$ cat src/rgd_pkg.sv
// package of constants and types for the rotate group datapath
// assumes one clock; t-states are one clock cycle each
package rgd_pkg;

    // ****************************************
    // widths
    // ****************************************
    localparam int DATA_W = 8;
    localparam int ADDR_W = 16;
    localparam int REG_ADDR_W = 4;
    localparam int TCNT_W = 3;
    localparam int FIELD_W = 3;
    localparam int GROUP_W = 5;

    // ****************************************
    // opcode bytes
    // ****************************************
    localparam logic [7:0] OPC_ACC_LEFT_CIRC = 8'h07;
    localparam logic [7:0] OPC_ACC_RIGHT_CIRC = 8'h0F;
    localparam logic [7:0] OPC_ACC_LEFT_THRU = 8'h17;
    localparam logic [7:0] OPC_ACC_RIGHT_THRU = 8'h1F;
    localparam logic [7:0] OPC_BIT_PREFIX = 8'hCB;
    localparam logic [7:0] OPC_X_PREFIX = 8'hDD;
    localparam logic [7:0] OPC_Y_PREFIX = 8'hFD;
    localparam logic [7:0] OPC_COUNT_DOWN = 8'h2B;
    localparam logic [7:0] OPC_CIRC_MEM = 8'h06;
    localparam logic [4:0] OPC_CIRC_GROUP = 5'h00;

    // ****************************************
    // register field codes
    // ****************************************
    localparam logic [2:0] FIELD_H = 3'h4;
    localparam logic [2:0] FIELD_L = 3'h5;
    localparam logic [2:0] FIELD_MEM = 3'h6;
    localparam logic [2:0] FIELD_ACC = 3'h7;

    // ****************************************
    // t-state counts per machine cycle
    // ****************************************
    localparam logic [2:0] T_ZERO = 3'h0;
    localparam logic [2:0] T_ONE = 3'h1;
    localparam logic [2:0] T_CAP = 3'h1;
    localparam logic [2:0] T_FETCH = 3'h4;
    localparam logic [2:0] T_COUNT_DOWN = 3'h6;
    localparam logic [2:0] T_DISP = 3'h3;
    localparam logic [2:0] T_IDX_OPC = 3'h5;
    localparam logic [2:0] T_MREAD = 3'h4;
    localparam logic [2:0] T_MWRITE = 3'h3;

    // ****************************************
    // flag bit positions
    // ****************************************
    localparam int FLAG_S = 7;
    localparam int FLAG_Z = 6;
    localparam int FLAG_H = 4;
    localparam int FLAG_PV = 2;
    localparam int FLAG_N = 1;
    localparam int FLAG_C = 0;

    // ****************************************
    // software register map
    // ****************************************
    localparam logic [3:0] RIX_GPR_TOP = 4'h7;
    localparam logic [3:0] RIX_FLAGS = 4'h6;
    localparam logic [3:0] RIX_X_LO = 4'h8;
    localparam logic [3:0] RIX_X_HI = 4'h9;
    localparam logic [3:0] RIX_Y_LO = 4'hA;
    localparam logic [3:0] RIX_Y_HI = 4'hB;
    localparam logic [3:0] RIX_PC_LO = 4'hC;
    localparam logic [3:0] RIX_PC_HI = 4'hD;
    localparam logic [3:0] RIX_CTRL = 4'hE;
    localparam logic [3:0] RIX_STATUS = 4'hF;
    localparam int CTRL_RUN = 0;
    localparam int STAT_BUSY = 0;
    localparam int STAT_ILLEGAL = 1;
    localparam int STAT_RUN = 2;

    // ****************************************
    // reset values
    // ****************************************
    localparam logic [7:0] RST_BYTE = 8'h00;
    localparam logic [15:0] RST_WORD = 16'h0000;

    // ****************************************
    // types
    // ****************************************
    typedef enum logic [2:0] {
        ROT_ACC_LEFT_CIRCULAR,
        ROT_ACC_LEFT_THRU_CARRY,
        ROT_ACC_RIGHT_CIRCULAR,
        ROT_ACC_RIGHT_THRU_CARRY,
        ROT_LEFT_CIRCULAR_OP
    } rgd_rot_op_t;

    typedef enum logic [2:0] {
        ST_IDLE,
        ST_FETCH1,
        ST_FETCH2,
        ST_DISP,
        ST_FETCH3,
        ST_MREAD,
        ST_MWRITE
    } rgd_state_t;

endpackage

$ cat src/rgd_rot_if.sv
// interface between the sequencer and the rotate unit
// assumes rgd_pkg is compiled first
`timescale 1ns/1ps
interface rgd_rot_if;
    import rgd_pkg::*;
    rgd_rot_op_t op;
    logic [DATA_W-1:0] operand;
    logic [DATA_W-1:0] flags_in;
    logic [DATA_W-1:0] result;
    logic [DATA_W-1:0] flags_out;
    modport unit (input op, input operand, input flags_in, output result, output flags_out);
    modport ctrl (output op, output operand, output flags_in, input result, input flags_out);
endinterface

$ cat src/rgd_rot_unit.sv
// combinational rotate and flag unit
// assumes the caller commits result and flags itself
`timescale 1ns/1ps
module rgd_rot_unit (
    // operands and results
    rgd_rot_if.unit rot
);
    import rgd_pkg::*;

    // ****************************************
    // rotate data movement
    // ****************************************
    wire [DATA_W-1:0] a = rot.operand;
    wire cin = rot.flags_in[FLAG_C];
    wire msb = a[DATA_W-1];
    wire lsb = a[0];
    wire [DATA_W-1:0] left_circ = {a[DATA_W-2:0], msb};
    wire [DATA_W-1:0] left_thru = {a[DATA_W-2:0], cin};
    wire [DATA_W-1:0] right_circ = {lsb, a[DATA_W-1:1]};
    wire [DATA_W-1:0] right_thru = {cin, a[DATA_W-1:1]};
    wire is_right = (rot.op == ROT_ACC_RIGHT_CIRCULAR) || (rot.op == ROT_ACC_RIGHT_THRU_CARRY);
    wire is_full = (rot.op == ROT_LEFT_CIRCULAR_OP);
    wire [DATA_W-1:0] res =
        (rot.op == ROT_ACC_LEFT_THRU_CARRY) ? left_thru :
        (rot.op == ROT_ACC_RIGHT_CIRCULAR) ? right_circ :
        (rot.op == ROT_ACC_RIGHT_THRU_CARRY) ? right_thru :
        left_circ;
    assign rot.result = res;

    // ****************************************
    // flags
    // ****************************************
    always_comb begin
        rot.flags_out = rot.flags_in;
        rot.flags_out[FLAG_H] = 1'b0;
        rot.flags_out[FLAG_N] = 1'b0;
        rot.flags_out[FLAG_C] = is_right ? lsb : msb;
        if (is_full) begin
            rot.flags_out[FLAG_S] = res[DATA_W-1];
            rot.flags_out[FLAG_Z] = (res == RST_BYTE);
            rot.flags_out[FLAG_PV] = ~^res;
        end
    end

endmodule

$ cat src/rgd_datapath.sv
// rotate group datapath: sequencer, registers and memory port
// assumes a memory that answers a read one cycle after the strobe
// and a software port with one-cycle strobes
//
// Contract
// - FD 2B counts Y down, 4+6 t-states
// - Y count-down leaves all flags alone
// - 07 rotates A left, bit7 to carry
// - 17 rotates A left through carry, 4t
// - acc rotates keep S Z PV, clear H N
// - acc right circular: bit0 to carry, bit7
// - 1F rotates A right through carry
// - CB 00000rrr rotates register, 4+4 t-states
// - register field codes; 110 means memory
// - prefixed rotate sets S Z PV C, clears H N
// - CB 06 rotates byte at pointer pair, 15t
// - DD CB d 06 rotates X plus displacement
// - FD CB d 06 rotates Y plus displacement
//
// Decided for this implementation: the plain strobed port and the placing of the registers.
`timescale 1ns/1ps
module rgd_datapath (
    // clock, reset, enable
    input wire logic i_clk,
    input wire logic i_sys_rst,
    input wire logic i_ce,
    // software register port
    input wire logic [rgd_pkg::REG_ADDR_W-1:0] i_reg_addr,
    input wire logic [rgd_pkg::DATA_W-1:0] i_reg_wdata,
    input wire logic i_reg_wr,
    input wire logic i_reg_rd,
    output logic [rgd_pkg::DATA_W-1:0] o_reg_rdata,
    // memory bus
    output logic [rgd_pkg::ADDR_W-1:0] o_mem_addr,
    output logic o_mem_rd,
    output logic o_mem_wr,
    output logic [rgd_pkg::DATA_W-1:0] o_mem_wdata,
    input wire logic [rgd_pkg::DATA_W-1:0] i_mem_rdata,
    // status
    output logic o_busy
);
    import rgd_pkg::*;

    // ****************************************
    // state
    // ****************************************
    rgd_state_t state_reg;
    rgd_state_t state_next;
    logic [TCNT_W-1:0] tcnt_reg;
    logic [TCNT_W-1:0] tcnt_next;
    logic [DATA_W-1:0] gpr_reg [0:7];
    logic [DATA_W-1:0] flag_reg;
    logic [ADDR_W-1:0] index_register_x_reg;
    logic [ADDR_W-1:0] index_register_y_reg;
    logic [ADDR_W-1:0] pc_reg;
    logic [ADDR_W-1:0] addr_reg;
    logic [ADDR_W-1:0] addr_next;
    logic [DATA_W-1:0] op1_reg;
    logic [DATA_W-1:0] op2_reg;
    logic [DATA_W-1:0] op3_reg;
    logic [DATA_W-1:0] disp_reg;
    logic [DATA_W-1:0] data_reg;
    logic [DATA_W-1:0] wdata_reg;
    logic [DATA_W-1:0] rdata_reg;
    logic run_reg;
    logic illegal_reg;
    logic ev_bad;

    rgd_rot_if rot ();

    rgd_rot_unit u_rot (
        .rot(rot.unit)
    );

    // ****************************************
    // decode
    // ****************************************
    wire [TCNT_W-1:0] tlen;
    wire t_last = (tcnt_reg == tlen - T_ONE);
    wire t_first = (tcnt_reg == T_ZERO);
    wire t_cap = (tcnt_reg == T_CAP);
    wire is_idle = (state_reg == ST_IDLE);
    wire is_acc_op = (op1_reg == OPC_ACC_LEFT_CIRC) || (op1_reg == OPC_ACC_RIGHT_CIRC) ||
        (op1_reg == OPC_ACC_LEFT_THRU) || (op1_reg == OPC_ACC_RIGHT_THRU);
    wire is_bit_pfx = (op1_reg == OPC_BIT_PREFIX);
    wire is_idx_pfx = (op1_reg == OPC_X_PREFIX) || (op1_reg == OPC_Y_PREFIX);
    wire is_count_down = (op1_reg == OPC_Y_PREFIX) && (op2_reg == OPC_COUNT_DOWN);
    wire [FIELD_W-1:0] field = op2_reg[FIELD_W-1:0];
    wire circ_group = (op2_reg[DATA_W-1:FIELD_W] == OPC_CIRC_GROUP);
    wire field_mem = (field == FIELD_MEM);
    wire [ADDR_W-1:0] pointer_pair = {gpr_reg[FIELD_H], gpr_reg[FIELD_L]};
    wire [ADDR_W-1:0] idx_base =
        (op1_reg == OPC_X_PREFIX) ? index_register_x_reg : index_register_y_reg;
    wire [ADDR_W-1:0] disp_ext = {{(ADDR_W-DATA_W){disp_reg[DATA_W-1]}}, disp_reg};
    wire [ADDR_W-1:0] eff_addr = idx_base + disp_ext;

    // machine cycle lengths
    assign tlen =
        (state_reg == ST_FETCH2) ? (is_count_down ? T_COUNT_DOWN : T_FETCH) :
        (state_reg == ST_DISP) ? T_DISP :
        (state_reg == ST_FETCH3) ? T_IDX_OPC :
        (state_reg == ST_MREAD) ? T_MREAD :
        (state_reg == ST_MWRITE) ? T_MWRITE :
        T_FETCH;

    // ****************************************
    // execution events
    // ****************************************
    wire ev_acc = (state_reg == ST_FETCH1) && t_last && is_acc_op;
    wire ev_reg = (state_reg == ST_FETCH2) && t_last && is_bit_pfx && circ_group && !field_mem;
    wire ev_cnt = (state_reg == ST_FETCH2) && t_last && is_count_down;
    wire ev_mread_end = (state_reg == ST_MREAD) && t_last;
    wire ev_memw = (state_reg == ST_MWRITE) && t_last;
    wire ev_done = ev_acc || ev_reg || ev_cnt || ev_memw;
    wire ev_fetch = (state_reg == ST_FETCH1) || (state_reg == ST_FETCH2) ||
        (state_reg == ST_DISP) || (state_reg == ST_FETCH3);
    wire ev_pc_inc = ev_fetch && t_cap;
    wire sw_wr = i_reg_wr && is_idle;

    // rotate unit inputs
    assign rot.op =
        (state_reg != ST_FETCH1) ? ROT_LEFT_CIRCULAR_OP :
        (op1_reg == OPC_ACC_LEFT_THRU) ? ROT_ACC_LEFT_THRU_CARRY :
        (op1_reg == OPC_ACC_RIGHT_CIRC) ? ROT_ACC_RIGHT_CIRCULAR :
        (op1_reg == OPC_ACC_RIGHT_THRU) ? ROT_ACC_RIGHT_THRU_CARRY :
        ROT_ACC_LEFT_CIRCULAR;
    assign rot.operand =
        (state_reg == ST_FETCH1) ? gpr_reg[FIELD_ACC] :
        (state_reg == ST_FETCH2) ? gpr_reg[field] :
        data_reg;
    assign rot.flags_in = flag_reg;

    // ****************************************
    // sequencer
    // ****************************************
    always_comb begin
        state_next = state_reg;
        addr_next = addr_reg;
        ev_bad = 1'b0;
        case (state_reg)
            ST_IDLE: begin
                if (run_reg) begin
                    state_next = ST_FETCH1;
                    addr_next = pc_reg;
                end
            end
            ST_FETCH1: begin
                if (t_last) begin
                    if (is_bit_pfx || is_idx_pfx) begin
                        state_next = ST_FETCH2;
                        addr_next = pc_reg;
                    end else if (!is_acc_op) begin
                        ev_bad = 1'b1;
                    end
                end
            end
            ST_FETCH2: begin
                if (t_last) begin
                    if (is_bit_pfx && circ_group && field_mem) begin
                        state_next = ST_MREAD;
                        addr_next = pointer_pair;
                    end else if (is_idx_pfx && (op2_reg == OPC_BIT_PREFIX)) begin
                        state_next = ST_DISP;
                        addr_next = pc_reg;
                    end else if (!(is_bit_pfx && circ_group) && !is_count_down) begin
                        ev_bad = 1'b1;
                    end
                end
            end
            ST_DISP: begin
                if (t_last) begin
                    state_next = ST_FETCH3;
                    addr_next = pc_reg;
                end
            end
            ST_FETCH3: begin
                if (t_last) begin
                    if (op3_reg == OPC_CIRC_MEM) begin
                        state_next = ST_MREAD;
                        addr_next = eff_addr;
                    end else begin
                        ev_bad = 1'b1;
                    end
                end
            end
            ST_MREAD: begin
                if (t_last) begin
                    state_next = ST_MWRITE;
                end
            end
            ST_MWRITE: begin
                state_next = ST_MWRITE;
            end
            default: begin
                state_next = ST_IDLE;
            end
        endcase
        if (ev_done || ev_bad) begin
            state_next = (run_reg && !ev_bad) ? ST_FETCH1 : ST_IDLE;
            addr_next = pc_reg;
        end
    end

    assign tcnt_next = (is_idle || t_last) ? T_ZERO : tcnt_reg + T_ONE;

    always_ff @(posedge i_clk) begin
        if (i_sys_rst) begin
            state_reg <= ST_IDLE;
            tcnt_reg <= T_ZERO;
            addr_reg <= RST_WORD;
        end else if (i_ce) begin
            state_reg <= state_next;
            tcnt_reg <= tcnt_next;
            addr_reg <= addr_next;
        end
    end

    // ****************************************
    // fetched bytes and operand
    // ****************************************
    always_ff @(posedge i_clk) begin
        if (i_sys_rst) begin
            op1_reg <= RST_BYTE;
            op2_reg <= RST_BYTE;
            op3_reg <= RST_BYTE;
            disp_reg <= RST_BYTE;
            data_reg <= RST_BYTE;
            wdata_reg <= RST_BYTE;
        end else if (i_ce && t_cap) begin
            if (state_reg == ST_FETCH1) begin
                op1_reg <= i_mem_rdata;
            end
            if (state_reg == ST_FETCH2) begin
                op2_reg <= i_mem_rdata;
            end
            if (state_reg == ST_DISP) begin
                disp_reg <= i_mem_rdata;
            end
            if (state_reg == ST_FETCH3) begin
                op3_reg <= i_mem_rdata;
            end
            if (state_reg == ST_MREAD) begin
                data_reg <= i_mem_rdata;
            end
        end else if (i_ce && ev_mread_end) begin
            wdata_reg <= rot.result;
        end
    end

    // ****************************************
    // architectural registers
    // ****************************************
    always_ff @(posedge i_clk) begin
        if (i_sys_rst) begin
            for (int i = 0; i <= int'(RIX_GPR_TOP); i++) begin
                gpr_reg[i] <= RST_BYTE;
            end
            flag_reg <= RST_BYTE;
        end else if (i_ce) begin
            if (sw_wr && (i_reg_addr <= RIX_GPR_TOP) && (i_reg_addr != RIX_FLAGS)) begin
                gpr_reg[i_reg_addr[FIELD_W-1:0]] <= i_reg_wdata;
            end
            if (sw_wr && (i_reg_addr == RIX_FLAGS)) begin
                flag_reg <= i_reg_wdata;
            end
            if (ev_acc) begin
                gpr_reg[FIELD_ACC] <= rot.result;
            end
            if (ev_reg) begin
                gpr_reg[field] <= rot.result;
            end
            if (ev_acc || ev_reg || ev_memw) begin
                flag_reg <= rot.flags_out;
            end
        end
    end

    always_ff @(posedge i_clk) begin
        if (i_sys_rst) begin
            index_register_x_reg <= RST_WORD;
            index_register_y_reg <= RST_WORD;
            pc_reg <= RST_WORD;
        end else if (i_ce) begin
            if (sw_wr && (i_reg_addr == RIX_X_LO)) begin
                index_register_x_reg[DATA_W-1:0] <= i_reg_wdata;
            end
            if (sw_wr && (i_reg_addr == RIX_X_HI)) begin
                index_register_x_reg[ADDR_W-1:DATA_W] <= i_reg_wdata;
            end
            if (sw_wr && (i_reg_addr == RIX_Y_LO)) begin
                index_register_y_reg[DATA_W-1:0] <= i_reg_wdata;
            end
            if (sw_wr && (i_reg_addr == RIX_Y_HI)) begin
                index_register_y_reg[ADDR_W-1:DATA_W] <= i_reg_wdata;
            end
            if (sw_wr && (i_reg_addr == RIX_PC_LO)) begin
                pc_reg[DATA_W-1:0] <= i_reg_wdata;
            end
            if (sw_wr && (i_reg_addr == RIX_PC_HI)) begin
                pc_reg[ADDR_W-1:DATA_W] <= i_reg_wdata;
            end
            if (ev_cnt) begin
                index_register_y_reg <= index_register_y_reg - ADDR_W'(1);
            end
            if (ev_pc_inc) begin
                pc_reg <= pc_reg + ADDR_W'(1);
            end
        end
    end

    // ****************************************
    // control and status
    // ****************************************
    wire ctrl_wr = i_ce && i_reg_wr && (i_reg_addr == RIX_CTRL);
    wire stat_clr = i_ce && i_reg_wr && (i_reg_addr == RIX_STATUS) && i_reg_wdata[STAT_ILLEGAL];

    always_ff @(posedge i_clk) begin
        if (i_sys_rst) begin
            run_reg <= 1'b0;
            illegal_reg <= 1'b0;
        end else if (i_ce) begin
            if (ctrl_wr) begin
                run_reg <= i_reg_wdata[CTRL_RUN];
            end else if (ev_bad) begin
                run_reg <= 1'b0;
            end
            if (ev_bad) begin
                illegal_reg <= 1'b1;
            end else if (stat_clr) begin
                illegal_reg <= 1'b0;
            end
        end
    end

    // ****************************************
    // software read port
    // ****************************************
    wire [DATA_W-1:0] status_word =
        DATA_W'({run_reg, illegal_reg, !is_idle});
    wire [DATA_W-1:0] rd_mux =
        (i_reg_addr == RIX_FLAGS) ? flag_reg :
        (i_reg_addr <= RIX_GPR_TOP) ? gpr_reg[i_reg_addr[FIELD_W-1:0]] :
        (i_reg_addr == RIX_X_LO) ? index_register_x_reg[DATA_W-1:0] :
        (i_reg_addr == RIX_X_HI) ? index_register_x_reg[ADDR_W-1:DATA_W] :
        (i_reg_addr == RIX_Y_LO) ? index_register_y_reg[DATA_W-1:0] :
        (i_reg_addr == RIX_Y_HI) ? index_register_y_reg[ADDR_W-1:DATA_W] :
        (i_reg_addr == RIX_PC_LO) ? pc_reg[DATA_W-1:0] :
        (i_reg_addr == RIX_PC_HI) ? pc_reg[ADDR_W-1:DATA_W] :
        (i_reg_addr == RIX_CTRL) ? DATA_W'(run_reg) :
        status_word;

    always_ff @(posedge i_clk) begin
        if (i_sys_rst) begin
            rdata_reg <= RST_BYTE;
        end else if (i_ce) begin
            rdata_reg <= i_reg_rd ? rd_mux : RST_BYTE;
        end
    end

    // ****************************************
    // outputs
    // ****************************************
    assign o_reg_rdata = rdata_reg;
    assign o_mem_addr = addr_reg;
    assign o_mem_rd = i_ce && t_first && (ev_fetch || (state_reg == ST_MREAD));
    assign o_mem_wr = i_ce && t_first && (state_reg == ST_MWRITE);
    assign o_mem_wdata = wdata_reg;
    assign o_busy = !is_idle;

endmodule

$ cat config.mk
export PLATFORM = sky130hd
export DESIGN_NAME = rgd_datapath
export DESIGN_NICKNAME = d
export VERILOG_FILES = /design/src/rgd_pkg.sv /design/src/rgd_rot_if.sv /design/src/rgd_rot_unit.sv /design/src/rgd_datapath.sv
export SDC_FILE = /design/constraint.sdc
export NUM_CORES = 1
export LEC_CHECK = 0
export BUFFER_PORTS_ARGS = -buffer_cell sky130_fd_sc_hd__buf_2
export CORE_AREA = 2 2 257 196
export DETAILED_ROUTE_END_ITERATION = 12
export DIE_AREA = 0 0 259 198
export MAX_ROUTING_LAYER = met4
export PLACE_DENSITY = 0.43
export REMOVE_ABC_BUFFERS = 1
export SYNTH_ARGS = -nofsm -noshare
export SYNTH_HDL_FRONTEND = slang
export SYNTH_HIERARCHICAL = 1
export SYNTH_SLANG_ARGS = --single-unit
$ cat constraint.sdc
create_clock -name i_clk -period 11.8 [get_ports i_clk]
set_input_delay 1.18 -clock i_clk [delete_from_list [all_inputs] [get_ports i_clk]]
set_output_delay 1.18 -clock i_clk [all_outputs]
set_load 0.05 [all_outputs]
==> results of run 1 <==
[through the flow]
step                utilization  instance area (um2)  power [uW]  setup WS (ps)
floorplan                     -                11700         803           7890
global placement          0.263                12900         865           6770
detailed placement        0.263                12900         865           6600
CTS                       0.280                13800        1670           6560
global route              0.280                13800        1710           6020
finish                    0.280                13800        1650           6430
[placed cells by master (no fill, tap or decap), drive strengths merged, types with 4 or more instances in the layout]
| cell | synthesis | layout |
|---|---|---|
| a31oi | 6 | 6 |
| nand2b | 15 | 15 |
| clkbuf | 69 | 33 |
| and3 | 7 | 7 |
| mux4 | 30 | 30 |
| nor4 | 7 | 7 |
| and2 | 5 | 5 |
| a211oi | 20 | 20 |
| edfxtp | 64 | 64 |
| nor2b | 4 | 4 |
| nand3b | 7 | 7 |
| xnor2 | 8 | 8 |
| o31ai | 10 | 10 |
| nor2 | 189 | 189 |
| or3 | 9 | 9 |
| a22oi | 28 | 28 |
| nand2 | 171 | 171 |
| nand3 | 32 | 32 |
| nor3 | 31 | 31 |
| a21o | 13 | 13 |
| o211ai | 5 | 5 |
| mux2 | 20 | 20 |
| a21oi | 90 | 90 |
| conb | 2 | 10 |
| a22o | 4 | 4 |
| xor2 | 13 | 13 |
| o21ai | 126 | 126 |
| clkinv | 1 | 6 |
| dfxtp | 139 | 139 |
| inv | 24 | 26 |
| a221oi | 22 | 22 |
| mux2i | 72 | 72 |
| nand4 | 12 | 12 |
| ha | 25 | 25 |
| o22ai | 9 | 9 |
| buf | 21 | 71 |
[report_power, final]
group / switching, uW / internal, uW
clock: 325 / 479
sequential: 11.6 / 731
combinational: 77.6 / 30.2
total: 415 / 1240
[cells by family (layout without fill, tap and decap cells)]
kind of cell | after synthesis | in the layout | share of synthesized area
fa+ha+maj | 26 | 26 | 0.0276
simple gates | 512 | 512 | 0.193
flops | 203 | 203 | 0.391
other cells | 2 | 11 | 0.000624
mux | 122 | 122 | 0.135
buf+inv | 115 | 140 | 0.0389
xor+xnor | 21 | 21 | 0.0153
compound gates | 373 | 373 | 0.199
[worst min-delay path: cells and delay by family (launching register included)]
family / cells / cell delay [ps]
and+or+nand+nor: 1 / 60
AOI/OAI and AO/OA: 1 / 60
DFF: 1 / 310
[final cells by class]
type / count / area [um2] / share of cell area
Antenna cell: 1 / 2.50 / 0.000182
Sequential cell: 203 / 4700 / 0.342
Multi-Input combinational cell: 1064 / 6910 / 0.502
Clock inverter: 11 / 140 / 0.0102
Timing Repair Buffer: 71 / 388 / 0.0282
Clock buffer: 33 / 696 / 0.0506
Tap cell: 657 / 822 / 0.0598
Inverter: 25 / 93.8 / 0.00682
[metal layers]
layer / up-vias / track usage
li1: 5079 / -
met1: 5303 / 0.272
met2: 380 / 0.263
met3: 52 / 0.0261
met4: 0 / 0.0304
met5: - / -
[path summary, 6_finish.rpt]
kind              cells after the start      startpoint        endpoint  slack, ps
setup / recovery                     13      op1_reg[6]   gpr_reg[0][2]       6430
hold / removal                        2  o_reg_rdata[3]  o_reg_rdata[3]        470
setup reg to reg                     13      op1_reg[6]   gpr_reg[0][2]       6430
hold reg to reg                       2  o_reg_rdata[3]  o_reg_rdata[3]        470
==> flow_summary.yaml, run 1 <==
status:
  status: "complete, no violations"
cells_and_area:
  stdcell_count: 2065
  fill_cells: 5289
  finalNetCount: 1441
  drive_gt1_frac: 0.135
  largest_reg_flops: 64
  synthToLayoutAreaGrowth_pct: 14.2
synthesis:
  synth_area_leaders: "dfxtp_1, edfxtp_1, mux2i_1, nor2_1, mux4_2"
  yosysWarnings: 6
  synth_edf_count: 64
  netlist.area_leader.share: 0.231
  ys.flop_type: "dfxtp_1"
  synth_common_cells: "nor2_1, nand2_1, dfxtp_1"
  post_synth.cell_area_avg_um2: 8.76
  synth-seq-cells: 203
  async_flop_share: 0
  synth.distinct_cells: 83
  synth_most_common_cell: "nor2_1"
  ys_seq_area_frac: 0.391
  synth_largest_area_cell: "dfxtp_1"
  netlist_area_um2: 12000
  synth_cells: 1374
sta:
  timing.hold.ws_ps: 472
  fin_crit_sh: 0.455
  fin_skew_ps: 19.2
  hold_violations: 0
  setup-tns-final_ps: 0
  grt_setup_unrepaired: "false"
  fmax_mhz: 186
  finalSetupViolations: 0
  worst_pin_slew_ps: 1160
  finalCriticalPeriod_ps: 5370
  report.final.slew_viol_count: 0
  slew_headroom: 0.204
route:
  wl_per_cell_um: 22.3
  route.detailed.drc: 0
  vias: 10800
  dr.pass1.iters: 5
  wl_met1_um: 22500
  ant_nets: 0
  met2_length_um: 19600
  routed-wl-met3_um: 3230
  drt-total-wl_um: 46100
  drt_iter0_markers: 1035
  highest_layer: "met4"
  viasPerCell: 5.24
critical_path:
  crit_type: "flop to flop"
  end_kind: "flop"
  path_buf_inv: 0
  worst_path_max_delay_cell: "o31ai_1"
  path_delay_family: "simple AND/OR/NAND/NOR gates"
  critPathMaxStageDelay_ps: 980
  crit_top_cell: "nand2_1"
  arrival_ps: 5580
  path_cells: "nand4_1 > nor4_1 > nand3_1 > nand2_1 > nand3_1 > ha_1 > xor2_1 > o2111a_1 > o31a_1 > nand4_1 > o31ai_1 > nand2_1 > nand2_1"
  cp_max_fo: 18
  worstPathRequired_ps: 12010
  cp-start-kind: "flop"
grt:
  antenna_found_initial: 1
  grt_pass1_vias: 9992
  grt_pass1_wl_um: 68200
  track_usage: 0.183
  grt_max_degree: 68
  grt_overflow: 0
pwr:
  powerDensity_nw_per_um2: 120
  irDropWorstVdd_v: 0.0000846
  p_leak_uw: 0.00505
placement:
  portBuffers: 59
  gp_congestion: 0.894
  dp.cells: 2020
  dp_hpwl_um: 34000
die:
  row_count: 71
  start_util: 0.245
  die_w_um: 259
  die_h_um: 198
  ios: 60
  die_area_um2: 51300
  core_area_um2: 49100
clock_network:
  cts_setup_buffers: 0
  cts_tree: "done"
  numCtsBuffers: 25
  post_cts_resized: 0
  postCtsHoldBufs: 0
  numClockSinks: 203
  ctsLongestPathBuffers: 3
  clk_pin_slew_ps: 60
  cts_max_level: 1
  cts_root_buf: "clkbuf_16"
  clk_latency_ps: 550
job:
  maxCapViolCount: 0
worst_hold_path:
  holdCritPathClass: "flop to flop"
Note: power is estimated with default switching activity, not from simulation.
==> inputs of run 2 (changes only) <==
- clock period: 11.8 -> 5.15 ns (I/O delays scaled with it)
==> run 2 against run 1 <==
Setup slack lost 5700 ps. Via count increased by 0.55%. Sequential share of layout area down 0.38 points. Combinational power rose by 140%. Register-to-register slack worse by 5700 ps.
==> flow_summary.yaml, run 2 (synthesized netlist as in run 1, its figures left out) <==
clock_network:
  clk_pin_slew_ps: 60
  cts_max_level: 1
  numClockSinks: 203
  cts_setup_buffers: 0
  ctsLongestPathBuffers: 3
  post_cts_resized: 0
  cts_tree: "done"
  postCtsHoldBufs: 0
  cts_root_buf: "clkbuf_16"
  numCtsBuffers: 25
  clk_latency_ps: 560
cells_and_area:
  largest_reg_flops: 64
  final_cell_mix: "nor2_1, nand2_1, dfxtp_1"
  design_area_um2: 13900
  finalNetCount: 1463
  synthToLayoutAreaGrowth_pct: 15.5
  drive_gt1_frac: 0.147
  fin_util: 0.283
  final_common_cell: "nor2_1"
sta:
  slew_headroom: 0.292
  report.final.slew_viol_count: 0
  finalCriticalPeriod_ps: 4460
  fin_crit_sh: 0.867
  hold_violations: 0
  fmax_mhz: 224
  fin_skew_ps: 18.4
  fin_ws_ps: 685
  finalSetupViolations: 0
  grt_setup_unrepaired: "false"
  worst_pin_slew_ps: 1060
  setup-tns-final_ps: 0
job:
  maxCapViolCount: 0
pwr:
  p_clk_frac: 0.481
  p_seq_frac: 0.451
  irDropWorstVdd_v: 0.000212
  p_leak_uw: 0.00514
  combPwrFrac: 0.069
  power_uw: 3770
  switching_share: 0.259
  powerDensity_nw_per_um2: 271
  internal_power_uw: 2800
  p_switching_uw: 976
critical_path:
  cp_num_cells: 13
  path_delay_family: "simple AND/OR/NAND/NOR gates"
  critPathMaxStageDelay_ps: 520
  end_kind: "flop"
  worst_path_max_delay_cell: "o21ai_1"
  worstPathRequired_ps: 5360
  crit_end: "gpr_reg[7][6]"
  crit_type: "flop to flop"
  crit_top_cell: "nand3_1"
  cp-start-kind: "flop"
  path_cells: "nand4_1 > nor4_1 > nand3_1 > nand2_1 > nand3_1 > ha_1 > xor2_1 > o2111a_1 > o31a_1 > nand4_1 > o21ai_1 > nand2_1 > nand3_1"
  worstReg2RegEnd: "gpr_reg[7][6]"
  timing.rr.start: "op1_reg[6]"
  crit_start: "op1_reg[6]"
  reg2regPathDepth: 13
  path_buf_inv: 0
  arrival_ps: 4680
  regToRegSetupSlack_ps: 690
  cp_max_fo: 9
placement:
  portBuffers: 59
  dp_hpwl_um: 34300
  place_area_um2: 13100
  dp_slack_ps: 771
  gp_congestion: 0.931
die:
  core_area_um2: 49100
  die_w_um: 259
  die_area_um2: 51300
  start_util: 0.245
  die_h_um: 198
  ios: 60
  row_count: 71
grt:
  grt_pass1_wl_um: 67800
  antenna_found_initial: 1
  grt_overflow: 0
  grt_pass1_vias: 9991
  track_usage: 0.181
  grt_max_degree: 70
route:
  dr.pass1.iters: 7
  route.detailed.drc: 0
  drt-total-wl_um: 45900
  viasPerCell: 5.21
  ant_nets: 0
  wl_per_cell_um: 22.0
  drt_iter0_markers: 1103
  vias: 10900
worst_hold_path:
  holdCritPathClass: "primary input to flop"
status:
  status: "complete, no violations"
## run 2: changes by cell type in the layout (fill, tap and decap cells not counted)
cell | before | now
bufinv_16 | 3 | 1
clkinvlp_4 | 1 | 2
clkbuf_1 | 4 | 8
inv_8 | 0 | 1
buf_4 | 13 | 35
inv_6 | 2 | 0
clkbuf_16 | 25 | 26
clkinv_2 | 5 | 3
inv_16 | 0 | 1
## run 2: area by class of cell
type / instances / area, um2
clock buffer: 38 / 736
multi-input combinational: 1064 / 6910
fill: 5231 / 35200
antenna: 1 / 2.50
sequential: 203 / 4700
inverter: 25 / 93.8
timing repair buffer: 93 / 553
clock inverter: 8 / 91.3
tap: 657 / 822
## run 2: worst min path at each step
| stage | start | endpoint | slack [ps] | depth (start not counted) |
|---|---|---|---|---|
| after CTS | i_mem_rdata[4] | op1_reg[4] | 250 | 3 |
| after global routing | i_mem_rdata[5] | op1_reg[5] | 280 | 3 |
| after detailed placement | o_reg_rdata[5] | o_reg_rdata[5] | 460 | 2 |
| after global placement | o_reg_rdata[3] | o_reg_rdata[3] | 460 | 2 |
| final | i_mem_rdata[4] | op1_reg[4] | 270 | 3 |
| after floorplan | index_register_x_reg[13] | index_register_x_reg[13] | 440 | 2 |
## run 2: worst reg2reg max path: stages, from the launching register on
cell,delay [ps]
dfxtp_1,350
nand4_1,260
nor4_1,310
nand3_1,260
nand2_1,140
nand3_1,100
ha_1,280
xor2_1,230
o2111a_1,280
o31a_1,300
nand4_1,390
o21ai_1,530
nand2_1,300
nand3_1,410
## run 2: power groups by stage
| stage | clock network (uW) | registers [uW] | logic, uW |
|---|---|---|---|
| after floorplan | 0 | 1730 | 108 |
| after global placement | 0 | 1730 | 256 |
| after detailed placement | 0 | 1730 | 256 |
| after CTS | 1860 | 1700 | 257 |
| after global routing | 1910 | 1700 | 275 |
| final | 1810 | 1700 | 259 |
## run 2: per-stage QoR
| stage | std cells | hold slack (ps) |
|---|---|---|
| after floorplan | 1292 | 440 |
| after global placement | 2042 | 459 |
| after detailed placement | 2042 | 459 |
| after CTS | 2088 | 249 |
| after global routing | 2089 | 279 |
| final | 2089 | 274 |
## run 2: routing by layer
metal | part of all wire | up-vias | wire, um | track usage
li1 | - | 5127 | - | -
met1 | 0.51 | 5359 | 23300 | 0.270
met2 | 0.42 | 340 | 19200 | 0.256
met3 | 0.052 | 48 | 2390 | 0.0220
met4 | 0.023 | 0 | 1050 | 0.0396
met5 | 0 | - | 0 | -
==> inputs of run 3 (changes only) <==
- CORE_AREA: 2 2 257 196 -> 5 5 260 199
- DIE_AREA: 0 0 259 198 -> 0 0 265 204
==> run 3 against run 2 <==
Clock power barely moved. Critical endpoint is now gpr_reg[0][0]. Clock skew is 3.1 ps lower. Wire length is 0.96% higher. Largest power group unchanged.
==> flow_summary.yaml, run 3 (synthesized netlist as in run 1, its figures left out) <==
status:
  status: "complete, no violations"
die:
  row_count: 71
  die_h_um: 204
  die_w_um: 265
  ios: 60
  start_util: 0.245
  core_area_um2: 49200
  die_area_um2: 54100
placement:
  dp_hpwl_um: 34700
  dp_slack_ps: 625
  portBuffers: 59
  gp_congestion: 0.926
route:
  viasPerCell: 5.20
  vias: 10800
  drt_iter0_markers: 1081
  wl_per_cell_um: 22.3
  route.detailed.drc: 0
  drt-total-wl_um: 46400
  dr.pass1.iters: 5
  ant_nets: 0
critical_path:
  end_kind: "flop"
  cp_max_fo: 11
  cp-start-kind: "flop"
  regToRegSetupSlack_ps: 580
  crit_start: "op1_reg[3]"
  reg2regPathDepth: 14
  critPathMaxStageDelay_ps: 360
  timing.rr.start: "op1_reg[3]"
  arrival_ps: 4780
  path_buf_inv: 1
  crit_type: "flop to flop"
  crit_top_cell: "nand2_1"
  path_delay_family: "simple AND/OR/NAND/NOR gates"
  worstReg2RegEnd: "gpr_reg[0][0]"
  worst_path_max_delay_cell: "nand4_1"
  path_cells: "nand4_1 > nor4_1 > nand3_1 > nand2_1 > nand3_1 > ha_1 > xor2_1 > o2111a_1 > o31a_1 > nand4_1 > buf_4 > o22ai_1 > nand2_1 > nand2_1"
  worstPathRequired_ps: 5360
sta:
  hold_violations: 0
  grt_setup_unrepaired: "false"
  fmax_mhz: 219
  fin_ws_ps: 578
  slew_headroom: 0.288
  setup-tns-final_ps: 0
  finalCriticalPeriod_ps: 4570
  finalSetupViolations: 0
  timing.hold.ws_ps: 297
  fin_crit_sh: 0.888
  worst_pin_slew_ps: 1070
  fin_skew_ps: 15.3
  report.final.slew_viol_count: 0
clock_network:
  cts_max_level: 1
  clk_pin_slew_ps: 60
  clk_latency_ps: 540
  cts_setup_buffers: 0
  numClockSinks: 203
  ctsLongestPathBuffers: 3
  cts_tree: "done"
  numCtsBuffers: 24
  post_cts_resized: 0
  cts_root_buf: "clkbuf_16"
  postCtsHoldBufs: 0
grt:
  grt_max_degree: 50
  grt_pass1_vias: 10300
  antenna_found_initial: 2
  grt_pass1_wl_um: 69100
  grt_overflow: 0
  track_usage: 0.171
worst_hold_path:
  holdCritPathClass: "primary input to flop"
  hold_start: "i_mem_rdata[5]"
  holdPathEnd: "op1_reg[5]"
  whs_path_depth: 3
pwr:
  powerDensity_nw_per_um2: 271
  p_leak_uw: 0.00512
  irDropWorstVdd_v: 0.000198
  power_uw: 3750
cells_and_area:
  largest_reg_flops: 64
  synthToLayoutAreaGrowth_pct: 15.2
  fin_util: 0.282
  drive_gt1_frac: 0.145
  finalNetCount: 1459
  fill_cells: 5285
  final_common_cell: "nor2_1"
  final_cell_mix: "nor2_1, nand2_1, dfxtp_1"
job:
  maxCapViolCount: 0
==> run 3: cell types whose count changed in the layout (fill, tap and decap cells not counted), sizes merged <==
cell	delta
buf	-3
bufinv	+2
clkbuf	-8
clkinv	+3
inv	-1
==> run 3: worst reg2reg max path: cells and delay by family (launching register included) <==
family | cells | cell delay (ps)
buffers and inverters | 1 | 330
flip-flops | 1 | 350
adder cells (fa/ha/maj) | 1 | 280
AND/OR/NAND/NOR | 8 | 2100
AO/OA/AOI/OAI | 3 | 970
XOR/XNOR | 1 | 220
==> run 3: final cells by class <==
type | count | area [um2] | share of cell area
Antenna cell | 1 | 2.50 | 0.000181
Clock inverter | 12 | 139 | 0.0100
Clock buffer | 30 | 664 | 0.0479
Inverter | 25 | 93.8 | 0.00677
Sequential cell | 203 | 4700 | 0.339
Tap cell | 657 | 822 | 0.0593
Multi-Input combinational cell | 1064 | 6910 | 0.498
Timing Repair Buffer | 90 | 531 | 0.0383
==> run 3: stage by stage <==
step	std cells	instance area, um2
6_report	2082	13900
5_1_grt	2082	13900
3_5_place_dp	2039	13100
2_1_floorplan	1292	11700
4_1_cts	2081	13900
3_3_place_gp	2039	13100
==> run 3: where the power goes <==
group / switching [uW] / internal [uW]
Combinational: 183 / 74.9
Sequential: 26.5 / 1670
Clock: 735 / 1060
==> run 3: how the worst max path moves through the flow <==
stage	endpoint	cells past startpoint	slack, ps
global placement	gpr_reg[0][6]	14	700
floorplan	gpr_reg[1][0]	13	1240
CTS	gpr_reg[0][7]	14	620
detailed placement	gpr_reg[0][4]	14	630
global route	gpr_reg[2][4]	14	100
finish	gpr_reg[0][0]	14	580
==> run 3: routing by layer <==
layer / part of all wire / wire length (um) / track usage
met2: 0.42 / 19600 / 0.249
met4: 0.020 / 905 / 0.0321
met1: 0.50 / 23200 / 0.257
met5: 0 / 0 / -
met3: 0.058 / 2690 / 0.0227
